**src/ssmi_pkg.sv**
```systemverilog
// shared constants and types for the serial port block
package ssmi_pkg;

  // spi bit-rate selections
  typedef enum logic [2:0] {
    SSMI_RATE_DIV4   = 3'h0,
    SSMI_RATE_DIV16  = 3'h1,
    SSMI_RATE_DIV64  = 3'h2,
    SSMI_RATE_TMR2   = 3'h3,
    SSMI_RATE_RELOAD = 3'h4
  } ssmi_rate_t;

  // i2c slave receiver states
  typedef enum logic [1:0] {
    SSMI_I2C_IDLE = 2'h0,
    SSMI_I2C_RECV = 2'h1,
    SSMI_I2C_ACK  = 2'h2
  } ssmi_i2c_state_t;

  // half-bit lengths in system clocks for the fixed spi rates
  localparam logic [8:0] SSMI_HALF_DIV4  = 9'h002;
  localparam logic [8:0] SSMI_HALF_DIV16 = 9'h008;
  localparam logic [8:0] SSMI_HALF_DIV64 = 9'h020;
  // half-bits in one spi byte, minus one
  localparam logic [3:0] SSMI_LAST_PHASE = 4'hf;
  // scl rises taken before the fall that closes a byte
  localparam logic [3:0] SSMI_BITS_BYTE  = 4'h8;
  localparam logic [7:0] SSMI_BUF_RESET  = 8'h00;
  localparam logic       SSMI_CKP_RESET  = 1'b0;

endpackage : ssmi_pkg

```
**src/ssmi_port.sv**
```systemverilog
// synchronous serial port: spi master and i2c slave with address/data holding
//
// Summary of operation
// - spi master starts one full-duplex byte as soon as the buffer is written
// - spi received bytes load the buffer and set full and interrupt flags
// - polarity bit sets idle clock level; edge bit picks the launching edge
// - spi bytes leave most significant bit first
// - spi rate is clk/4, /16, /64, timer tick/2 or clk/(4*(reload+1))
// - with edge bit set, output data is valid before the first clock edge
// - with edge bit set, sample-phase bit picks where in the bit the input is sampled
// - hold options add interrupts and clock stretch after eighth scl fall
// - start sets start status; interrupt only when start interrupt is enabled
// - matching write address: flag set, release bit cleared, scl held low
// - ack-time status tells whether the interrupt was before the acknowledge
// - reading the buffer clears the buffer-full flag
// - software sets acknowledge value while held; slave drives it on sda
// - setting the release bit stops the slave holding scl low
// - interrupt after ninth scl fall when ack was sent, never after nack
// - with stretch enabled the slave also holds scl after the acknowledge
// - each data byte: flag set, release bit cleared at the eighth fall
// - stop sets stop status; interrupt only when stop interrupt is enabled
`timescale 1ns/10ps
module ssmi_port
  import ssmi_pkg::*;
(
  // clock, reset, enable
  input  wire logic       clk,
  input  wire logic       rst,
  input  wire logic       ce,
  // mode: 0 spi master, 1 i2c slave
  input  wire logic       i2c_mode,
  // buffer access
  input  wire logic       buf_wr,
  input  wire logic [7:0] buf_wdata,
  input  wire logic       buf_rd,
  output logic      [7:0] serial_data_buffer,
  // release/polarity bit
  input  wire logic       ckp_wr,
  input  wire logic       ckp_wdata,
  output logic            clock_release_polarity_bit,
  // flags
  input  wire logic       pif_clr,
  output logic            port_interrupt_flag,
  output logic            buffer_full_flag,
  output logic            start_seen,
  output logic            stop_seen,
  output logic            acknowledge_time_status,
  output logic            spi_busy,
  // spi configuration
  input  wire logic       clock_edge_select,
  input  wire logic       sample_phase_bit,
  input  wire logic [2:0] rate_sel,
  input  wire logic [7:0] baud_reload_value,
  input  wire logic       tmr2_tick,
  // i2c configuration
  input  wire logic [6:0] own_address,
  input  wire logic       address_hold_enable,
  input  wire logic       data_hold_enable,
  input  wire logic       clock_stretch_enable,
  input  wire logic       acknowledge_data_bit,
  input  wire logic       start_int_enable,
  input  wire logic       stop_int_enable,
  // spi pins
  output logic            sck_out,
  output logic            serial_data_output,
  input  wire logic       serial_data_input,
  // i2c open-drain pins
  input  wire logic       scl_in,
  output logic            scl_out,
  output logic            scl_oe,
  input  wire logic       sda_in,
  output logic            sda_out,
  output logic            sda_oe
);

  function automatic logic [8:0] half_limit(input logic [2:0] sel, input logic [7:0] rld);
    logic [8:0] lim;
    lim = SSMI_HALF_DIV4;
    case (sel)
      SSMI_RATE_DIV16:  lim = SSMI_HALF_DIV16;
      SSMI_RATE_DIV64:  lim = SSMI_HALF_DIV64;
      SSMI_RATE_RELOAD: lim = {rld, 1'b0} + 9'h002;
      default:          lim = SSMI_HALF_DIV4;
    endcase
    return lim;
  endfunction : half_limit

  // ---------------- spi master ----------------
  logic [8:0] div_cnt;
  logic [3:0] phase;
  logic [7:0] tx_sr;
  logic [7:0] serial_shift_register;
  logic [8:0] lim;
  logic       spi_tick;
  logic       mid_tick;
  logic       end_tick;
  logic       spi_start;
  logic       spi_done;
  logic       samp_mid;
  logic [7:0] rx_next;

  assign lim       = half_limit(rate_sel, baud_reload_value);
  assign spi_start = !i2c_mode && buf_wr && !spi_busy;
  assign spi_tick  = spi_busy && ((rate_sel == SSMI_RATE_TMR2) ? tmr2_tick
                                  : (div_cnt == lim - 9'h001));
  assign mid_tick  = spi_tick && !phase[0];
  assign end_tick  = spi_tick && phase[0];
  assign spi_done  = end_tick && (phase == SSMI_LAST_PHASE);
  assign samp_mid  = !sample_phase_bit && clock_edge_select;
  assign rx_next   = {serial_shift_register[6:0], serial_data_input};

  always_ff @(posedge clk) begin
    if (rst) begin
      div_cnt <= 9'h000;
    end else if (ce) begin
      if (!spi_busy || spi_tick) begin
        div_cnt <= 9'h000;
      end else begin
        div_cnt <= div_cnt + 9'h001;
      end
    end
  end

  always_ff @(posedge clk) begin
    if (rst) begin
      spi_busy <= 1'b0;
      phase    <= 4'h0;
    end else if (ce) begin
      if (spi_start) begin
        spi_busy <= 1'b1;
        phase    <= 4'h0;
      end else if (spi_tick) begin
        phase <= phase + 4'h1;
        if (spi_done) begin
          spi_busy <= 1'b0;
        end
      end
    end
  end

  // transmit side: msb first, launch point set by the edge bit
  always_ff @(posedge clk) begin
    if (rst) begin
      tx_sr              <= 8'h00;
      serial_data_output <= 1'b0;
    end else if (ce) begin
      if (spi_start) begin
        tx_sr <= buf_wdata;
        if (clock_edge_select) begin
          serial_data_output <= buf_wdata[7];
        end
      end else if (end_tick) begin
        tx_sr <= {tx_sr[6:0], 1'b0};
        if (clock_edge_select && !spi_done) begin
          serial_data_output <= tx_sr[6];
        end
      end else if (mid_tick && !clock_edge_select) begin
        serial_data_output <= tx_sr[7];
      end
    end
  end

  // receive side keeps shifting at the programmed rate
  always_ff @(posedge clk) begin
    if (rst) begin
      serial_shift_register <= 8'h00;
    end else if (ce) begin
      if ((samp_mid && mid_tick) || (!samp_mid && end_tick)) begin
        serial_shift_register <= rx_next;
      end
    end
  end

  // idle level from the polarity bit; active level in the second half of each bit
  always_ff @(posedge clk) begin
    if (rst) begin
      sck_out <= 1'b0;
    end else if (ce) begin
      sck_out <= clock_release_polarity_bit ^ (spi_busy && !end_tick
                 && (phase[0] || mid_tick));
    end
  end

  // ---------------- i2c slave ----------------
  ssmi_i2c_state_t state;
  logic       scl_d;
  logic       sda_d;
  logic [7:0] i2c_sr;
  logic [3:0] fall_cnt;
  logic       is_addr;
  logic       hold_scl;
  logic       ack_nack;
  logic       scl_rise;
  logic       scl_fall;
  logic       start_det;
  logic       stop_det;
  logic       byte_end;
  logic       ninth_end;
  logic       addr_ok;
  logic       hold_now;
  logic       ack_stretch;
  logic       i2c_byte_in;

  assign scl_rise    = i2c_mode && scl_in && !scl_d;
  assign scl_fall    = i2c_mode && !scl_in && scl_d;
  assign start_det   = i2c_mode && scl_in && scl_d && sda_d && !sda_in;
  assign stop_det    = i2c_mode && scl_in && scl_d && !sda_d && sda_in;
  assign byte_end    = scl_fall && (state == SSMI_I2C_RECV) && (fall_cnt == SSMI_BITS_BYTE);
  assign ninth_end   = scl_fall && (state == SSMI_I2C_ACK);
  assign addr_ok     = (i2c_sr[7:1] == own_address) && !i2c_sr[0];
  assign i2c_byte_in = byte_end && !start_det && !stop_det && (!is_addr || addr_ok);
  assign hold_now    = i2c_byte_in && (is_addr ? address_hold_enable : data_hold_enable);
  assign ack_stretch = ninth_end && !ack_nack && clock_stretch_enable;

  always_ff @(posedge clk) begin
    if (rst) begin
      scl_d <= 1'b1;
      sda_d <= 1'b1;
    end else if (ce) begin
      scl_d <= scl_in;
      sda_d <= sda_in;
    end
  end

  always_ff @(posedge clk) begin
    if (rst) begin
      state    <= SSMI_I2C_IDLE;
      i2c_sr   <= 8'h00;
      fall_cnt <= 4'h0;
      is_addr  <= 1'b0;
    end else if (ce) begin
      if (!i2c_mode || stop_det) begin
        state <= SSMI_I2C_IDLE;
      end else if (start_det) begin
        state    <= SSMI_I2C_RECV;
        fall_cnt <= 4'h0;
        is_addr  <= 1'b1;
      end else begin
        unique case (state)
          SSMI_I2C_IDLE: begin
          end
          SSMI_I2C_RECV: begin
            // bits are counted on rises so the scl fall after a start is not one
            if (scl_rise) begin
              i2c_sr   <= {i2c_sr[6:0], sda_in};
              fall_cnt <= fall_cnt + 4'h1;
            end
            if (byte_end) begin
              state <= i2c_byte_in ? SSMI_I2C_ACK : SSMI_I2C_IDLE;
            end
          end
          SSMI_I2C_ACK: begin
            if (ninth_end) begin
              state    <= ack_nack ? SSMI_I2C_IDLE : SSMI_I2C_RECV;
              fall_cnt <= 4'h0;
              is_addr  <= 1'b0;
            end
          end
          default: state <= SSMI_I2C_IDLE;
        endcase
      end
    end
  end

  // acknowledge value: automatic ack unless software decides while held
  always_ff @(posedge clk) begin
    if (rst) begin
      ack_nack <= 1'b0;
    end else if (ce) begin
      if (i2c_byte_in) begin
        ack_nack <= hold_now ? acknowledge_data_bit : 1'b0;
      end else if (hold_scl && state == SSMI_I2C_ACK) begin
        ack_nack <= acknowledge_data_bit;
      end
    end
  end

  always_ff @(posedge clk) begin
    if (rst) begin
      hold_scl <= 1'b0;
    end else if (ce) begin
      if (hold_now || ack_stretch) begin
        hold_scl <= 1'b1;
      end else if (clock_release_polarity_bit || state == SSMI_I2C_IDLE) begin
        hold_scl <= 1'b0;
      end
    end
  end

  // open drain: output low, enable while pulling the line low
  assign scl_out = 1'b0;
  assign sda_out = 1'b0;
  assign scl_oe  = hold_scl;
  assign sda_oe  = (state == SSMI_I2C_ACK) && !ack_nack;

  // ---------------- shared registers and flags ----------------
  always_ff @(posedge clk) begin
    if (rst) begin
      clock_release_polarity_bit <= SSMI_CKP_RESET;
    end else if (ce) begin
      if (i2c_mode && (hold_now || ack_stretch)) begin
        clock_release_polarity_bit <= 1'b0;
      end else if (ckp_wr) begin
        clock_release_polarity_bit <= ckp_wdata;
      end
    end
  end

  always_ff @(posedge clk) begin
    if (rst) begin
      serial_data_buffer <= SSMI_BUF_RESET;
    end else if (ce) begin
      if (spi_done) begin
        serial_data_buffer <= samp_mid ? serial_shift_register : rx_next;
      end else if (i2c_byte_in) begin
        serial_data_buffer <= i2c_sr;
      end
    end
  end

  always_ff @(posedge clk) begin
    if (rst) begin
      buffer_full_flag <= 1'b0;
    end else if (ce) begin
      if (spi_done || i2c_byte_in) begin
        buffer_full_flag <= 1'b1;
      end else if (buf_rd) begin
        buffer_full_flag <= 1'b0;
      end
    end
  end

  always_ff @(posedge clk) begin
    if (rst) begin
      port_interrupt_flag <= 1'b0;
    end else if (ce) begin
      if (spi_done || hold_now || (ninth_end && !ack_nack)
          || (start_det && start_int_enable) || (stop_det && stop_int_enable)) begin
        port_interrupt_flag <= 1'b1;
      end else if (pif_clr) begin
        port_interrupt_flag <= 1'b0;
      end
    end
  end

  always_ff @(posedge clk) begin
    if (rst) begin
      start_seen <= 1'b0;
      stop_seen  <= 1'b0;
    end else if (ce) begin
      if (start_det) begin
        start_seen <= 1'b1;
        stop_seen  <= 1'b0;
      end else if (stop_det) begin
        stop_seen  <= 1'b1;
        start_seen <= 1'b0;
      end
    end
  end

  always_ff @(posedge clk) begin
    if (rst) begin
      acknowledge_time_status <= 1'b0;
    end else if (ce) begin
      if (hold_now) begin
        acknowledge_time_status <= 1'b1;
      end else if (ninth_end || state == SSMI_I2C_IDLE) begin
        acknowledge_time_status <= 1'b0;
      end
    end
  end

endmodule : ssmi_port

```
**config.mk**
```make
export PLATFORM = sky130hd
export DESIGN_NAME = ssmi_port
export DESIGN_NICKNAME = d
export VERILOG_FILES = /design/src/ssmi_pkg.sv /design/src/ssmi_port.sv
export SDC_FILE = /design/constraint.sdc
export NUM_CORES = 1
export LEC_CHECK = 0
export ABC_AREA = 1
export BUFFER_PORTS_ARGS = -buffer_cell sky130_fd_sc_hd__clkbuf_2
export CORE_MARGIN = 1.5
export CORE_UTILIZATION = 35
export CTS_CLUSTER_SIZE = 40
export DETAILED_ROUTE_END_ITERATION = 7
export PLACE_DENSITY = 0.55
export SETUP_SLACK_MARGIN = 0.05
export SLEW_MARGIN = 25
export SYNTH_ARGS = -nofsm -noshare
export SYNTH_HDL_FRONTEND = slang
export SYNTH_SLANG_ARGS = --single-unit
export TNS_END_PERCENT = 20
```
**constraint.sdc**
```tcl
create_clock -name clk -period 3.74 [get_ports clk]
set_input_delay 0.935 -clock clk [delete_from_list [all_inputs] [get_ports clk]]
set_output_delay 0.935 -clock clk [all_outputs]
set_load 0.05 [all_outputs]
```
After elaboration in Yosys (flattened, before gate mapping)
Index checks and enable logic that the tools add are counted.
- flip-flop bits (word level): 65
- latch bits: 0
- memories: 0
- output and inout port bits: 21
- logic and storage cells: 197
- memory bits (writable): 0
- memory bits (read-only): 0
- div/mod/pow operators: 0
- reduce and logical (&&, ||, !) cells: 100
- add/sub/neg operators: 5
- multiplexer cells: 50
- multipliers: 0
- equal/unequal tests: 17
- bitwise gates (word level): 3
- magnitude comparators: 0
- shift operators: 0
- operators with widths (cell ; number):
    $mux W8 ; 5
    $logic_and A1 B1 Y1 ; 37
    $mux W1 ; 31
    $pmux W9 S3 ; 1
    $reduce_bool A2 Y1 ; 13
    $reduce_and A2 Y1 ; 11
    $mux W4 ; 5
    $logic_not A1 Y1 ; 17
    $logic_or A1 B1 Y1 ; 13
    $reduce_and A4 Y1 ; 3
    $mux W2 ; 5
    $reduce_and A5 Y1 ; 2
    $add A9 B1 Y9 const B ; 1
    $add A9 B2 Y9 const B ; 1
    $eq A9 B9 Y1 ; 1
    $mux W9 ; 1
    $ne A3 B3 Y1 const B ; 3
    $sub A9 B1 Y9 const B ; 1
    $add A4 B1 Y4 const B ; 2
    $eq A4 B4 Y1 const B ; 2
    $pmux W4 S2 ; 1
    $eq A7 B7 Y1 ; 1
    $eq A3 B2 Y1 const B ; 2
    $pmux W2 S3 ; 1
    13 further kinds ; 15

Depth between registers and ports, before layout
- word-level depth: 15
- mapped depth: 23
- mapped depth without buffers: 23

Least setup slack after synthesis
No wires, ideal clock.
- path kind: input to register
- start point: input rate_sel[0]
- end point: register serial_shift_register[1]
- library setup time: 128 ps
- buffers on the path: 1
- cell stages on the path: 22
- path slack: 369 ps
- required time: 3612 ps
- data arrival time: 3243 ps
- cell sequence: inv_2 -> nand2_2 -> nor2_4 -> nand2_1 -> nand2_1 -> inv_1 -> ha_1 -> nand2_1 -> inv_1 -> nor3_1 -> nand3_1 -> nor2_1 -> nand3_1 -> nor2_2 -> nand3_2 -> nand2_4 -> nand2_2 -> nor2_4 -> nand2_2 -> buf_2 -> a21oi_1 -> nor2_1
- longest elaborated chain between the ends: 10
- ends and longest elaborated chain (item ; RTL line ; text):
    from (decl) ; ssmi_port.sv:52 ; input wire logic [2:0] rate_sel,
    $eq A3 B3 Y1, or another cell as far along ; ssmi_port.sv:79 ; case (sel)
    $pmux W9 S3 ; ssmi_port.sv:79 ;
    $sub A9 B1 Y9 ; ssmi_port.sv:105 ; : (div_cnt == lim - 9'h001));
    $eq A9 B9 Y1 ; ssmi_port.sv:105 ;
    $mux W1 * ; ssmi_port.sv:104 ; assign spi_tick = spi_busy && ((rate_sel == SSMI_RATE_TMR2) ? tmr2_tick
    $logic_and A1 B1 Y1 * ; ssmi_port.sv:104 ;
    $logic_and A1 B1 Y1 (on tied branches) ; ssmi_port.sv:106, ssmi_port.sv:107 ;
    $logic_and A1 B1 Y1 ; ssmi_port.sv:168 ; if ((samp_mid && mid_tick) || (!samp_mid && end_tick)) begin
    $logic_or A1 B1 Y1 * ; ssmi_port.sv:168 ;
    $reduce_and A2 Y1 (no line) * ; n/a ;
    to (signal assigned) ; ssmi_port.sv:169 ; serial_shift_register <= rx_next;
    to (decl) ; ssmi_port.sv:92 ; logic [7:0] serial_shift_register;
Mark *: on every way between the ends. The rest lies on a longest branch, timed or not.
A chain may end at the register's enable or synchronous reset.

Worst setup path after layout
- start point: input rate_sel[0]
- end point: register tx_sr[1]
- longest elaborated chain between the ends: 9
- ends and longest elaborated chain (item ; RTL line ; text):
    $eq A3 B3 Y1, or another cell as far along ; ssmi_port.sv:79 ;
    $pmux W9 S3 ; ssmi_port.sv:79 ;
    $sub A9 B1 Y9 ; ssmi_port.sv:105 ;
    $eq A9 B9 Y1 ; ssmi_port.sv:105 ;
    $mux W1 * ; ssmi_port.sv:104 ;
    $logic_and A1 B1 Y1 * ; ssmi_port.sv:104 ;
    $logic_and A1 B1 Y1 * ; ssmi_port.sv:107 ; assign end_tick = spi_tick && phase[0];
    $reduce_bool A2 Y1 (no line) * ; n/a ;
    $reduce_and A2 Y1 (no line) * ; n/a ;
    to (signal assigned) ; ssmi_port.sv:148 ; tx_sr <= buf_wdata;
    to (signal assigned) ; ssmi_port.sv:153 ; tx_sr <= {tx_sr[6:0], 1'b0};
    to (decl) ; ssmi_port.sv:91 ; logic [7:0] tx_sr;
Marks and branches as above.

==> out/results.tsv <==
metric	value	unit
Cell Rows	38	
Starting Density	36.18	%
FF-to-FF Start	div_cnt[2]	
ranking of synthesized cells by area	dfxtp_1, nand2_1, inv_1	
hold_buf cts	0	
worst-margin pin slew	0.6571	ns
Setup TNS	0	ns
clock share of power	38.7	%
layout cells sized above 1	16.30	%
DP HPWL	7834	um
share of power burned in registers	47.7	%
die height	109.1	um
Worst Hold End	tx_sr[6]	
Pwr per Cell Area	324.7	nW/um^2
Compound-Gate Fraction of Synth Area	15.31	%
initial antenna violation count	0	
Multi-input gate area	2207	sq um
DRC	0	
CP required	4.00	ns
largest net degree at the start of global routing	28	
Max IR drop VDD	0.1632	mV
CTS tree	yes	
FF-to-FF path depth	14	
Via density	4.753	
Pleak	2.151	nW
clk_lat worst skew	0.34	ns
Post-Synth Simple-Gate Area	35.67	%
crit path kind	in2reg	
Synth Area in Adders	2.859	%
HP Start	tx_sr[6]	
share of the synthesized area in the top cell type	33.04	%
Clock Skews	0.01096	ns
RSZ-0062 raised after global routing	no	
max-slew violations	0	
CP Launch Type	input pin	
Num CTS Buffers	9	
highest achievable clock rate	299.2	MHz
filler instances	1193	
r2r setup slk	1.57	ns
part of the cycle the worst path needs	89.38	%
final setup vio count	0	
max cap viols	0	
vias	3931	
Mapped Area	3939	sq um
Async SR Flop Fraction	0	%
total iterations of the first detailed-routing run	5	
PortBufs	65	
Final Hold Viols	0	
Logic pwr share	13.6	%
PostCTS Resize Cnt	0	
Synth Warn #	0	
Util after Layout	42.05	%
Final nets	738	
Synth cell types	41	
Setup crit end kind	flip-flop	
Area Growth Syn to Fin	16.23	%
Min-Delay Path Class	reg2reg	
Net Sw Frac	27.15	%
DR iter-0 viols	186	
Clk pin slew, worst setup/hold paths	0.07	ns
register area	1301	sq um
Int Power	0.001083	W
CP max FO	10	
#FFs+latches synth	65	
gpl congestion	0.8566	
wire length per cell	12.16	um
cell with the most instances after synthesis	nand2_1	
Max Buffers Root-to-Sink	2	
Seq/Total Area, Yosys	33.04	%
combinational family with the most area after synthesis	simple AND/OR/NAND/NOR gates	
Sw Pwr	0.0004036	W
vias in the first global route	3608	
Setup Fix Bufs, Post-CTS	0	
Post-synth EDFFs	0	
multiplexer share of the synthesized area	0	%
global-route wire length before repair	16820	um
Post-synth top cells	nand2_1, inv_1, nor2_1	
Slew HR	56.20	%
Total Routing Usage GR	18.10	%
reg2reg end	tx_sr[1]	
clk sinks	65	
most used flip-flop cell after synthesis	dfxtp_1	
Ant. Diodes	0	
minimum clock period	3.343	ns
post-synth top area cell	dfxtp_1	
Post-Syn Instances	619	
Avg Cell Area, Syn	6.363	sq um
Detail Route Antenna Nets	0	
Post-Route WL	10060	um
Root Buffer	clkbuf_8	
Critical Path AT	3.60	ns
IO Count	68	
status	finished clean	
die area	11900	sq um
die width	109.1	um
core area	10890	sq um
H-tree depth	3	
xor-xnor portion of the synthesized cell area	2.001	%
hold depth	2	
gr ovfl total	0	
## metal layers
metal	vias to the layer above	share of wire [%]	wire length (um)	track usage, %
met1	1737	52	5230	26.17
met2	81	41	4172	26.29
met3	8	5.7	572	4.662
met5	-	0	0	0
li1	2105	-	-	-
met4	0	0.84	84	4.981
## sequential cells by signal (all words and copies together) (netlist names)
name                        cells
state                           2
acknowledge_time_status         1
serial_data_buffer              8
phase                           4
sda_d                           1
serial_data_output              1
tx_sr                           8
is_addr                         1
port_interrupt_flag             1
buffer_full_flag                1
stop_seen                       1
spi_busy                        1
sck_out                         1
scl_oe                          1
div_cnt                         9
scl_d                           1
start_seen                      1
ack_nack                        1
serial_shift_register           8
fall_cnt                        4
clock_release_polarity_bit      1
i2c_sr                          8
## cell type report
cell class                 instances  area share, %
clock buffer                      15          4.072
sequential                        65          28.42
tap                              140          3.826
inverter                          88          7.215
multi-input combinational        447          48.21
timing repair buffer              71          8.090
clock inverter                     1         0.1640
## through the flow
stage	instance area, sq um	std cells	setup WS (ns)	hold slack (ns)	total power, W
after floorplan	3943	620	0.3694	0.4453	0.0008596
after global placement	4384	811	0.1335	0.4528	0.0009242
after detailed placement	4384	811	0.05458	0.4565	0.0009267
after CTS	4578	827	0.4147	0.4673	0.001508
after global routing	4578	827	0.06696	0.4969	0.001570
final	4578	827	0.3972	0.4667	0.001487
## cells in the final DEF (no fill, tap or decap), types with 2 or more instances in the layout
master    count
nor3b_1       3
a21oi_1      43
dfxtp_1      65
nand2_1     155
buf_4         6
nor2_4        3
nor2_1       80
nand2_2       8
nor3_1        8
xor2_1        7
inv_1        85
conb_1        2
nand3_1      38
nor2_2        4
clkbuf_1      2
xnor2_1       2
a21o_1        2
a211oi_1      3
nand3_2       4
o21ai_0      42
o211ai_1      4
ha_1          9
inv_2         2
nand2_4       2
nand4_1      10
clkbuf_8     13
o21ai_1       5
a22oi_1       2
clkbuf_2     65
## cells by family after synthesis
group | Yosys count
other cells | 1
xor+xnor | 9
simple gates | 318
buf+inv | 108
compound gates | 109
fa+ha+maj | 9
flops | 65
## worst max path at each step
| stage | startpoint | end | slack (ns) | cells past startpoint |
|---|---|---|---|---|
| 3_5_place_dp | rate_sel[0] | tx_sr[1] | 0.05 | 23 |
| 3_3_place_gp | rate_sel[0] | serial_shift_register[1] | 0.13 | 22 |
| 2_1_floorplan | rate_sel[0] | serial_shift_register[1] | 0.37 | 22 |
| 6_report | rate_sel[0] | tx_sr[1] | 0.40 | 23 |
| 4_1_cts | rate_sel[0] | serial_shift_register[3] | 0.41 | 22 |
| 5_1_grt | rate_sel[0] | tx_sr[1] | 0.07 | 23 |
## power by group through the flow
stage / Sequential (W) / Combinational (W) / Clock (W)
finish: 0.000709 / 0.000202 / 0.000576
floorplan: 0.000732 / 0.000127 / 0
CTS: 0.000709 / 0.000203 / 0.000597
global placement: 0.000725 / 0.000199 / 0
detailed placement: 0.000725 / 0.000202 / 0
global route: 0.000710 / 0.000229 / 0.000631
## critical path, stage by stage
cell and delay [ns]:
clkbuf_2 0.11, inv_2 0.07, nand2_2 0.06, nor2_4 0.19
nand2_1 0.12, nand2_1 0.11, inv_1 0.05, ha_1 0.29
nand2_1 0.07, inv_1 0.03, nor3_1 0.18, nand3_1 0.09
nor2_1 0.12, nand3_1 0.09, nor2_2 0.12, nand3_2 0.09
nand2_4 0.12, nand3_1 0.12, nand2_1 0.11, nand2_2 0.15
inv_2 0.17, nand2_1 0.06, a21oi_1 0.12
No activity file was read; power rests on OpenSTA's default activity.
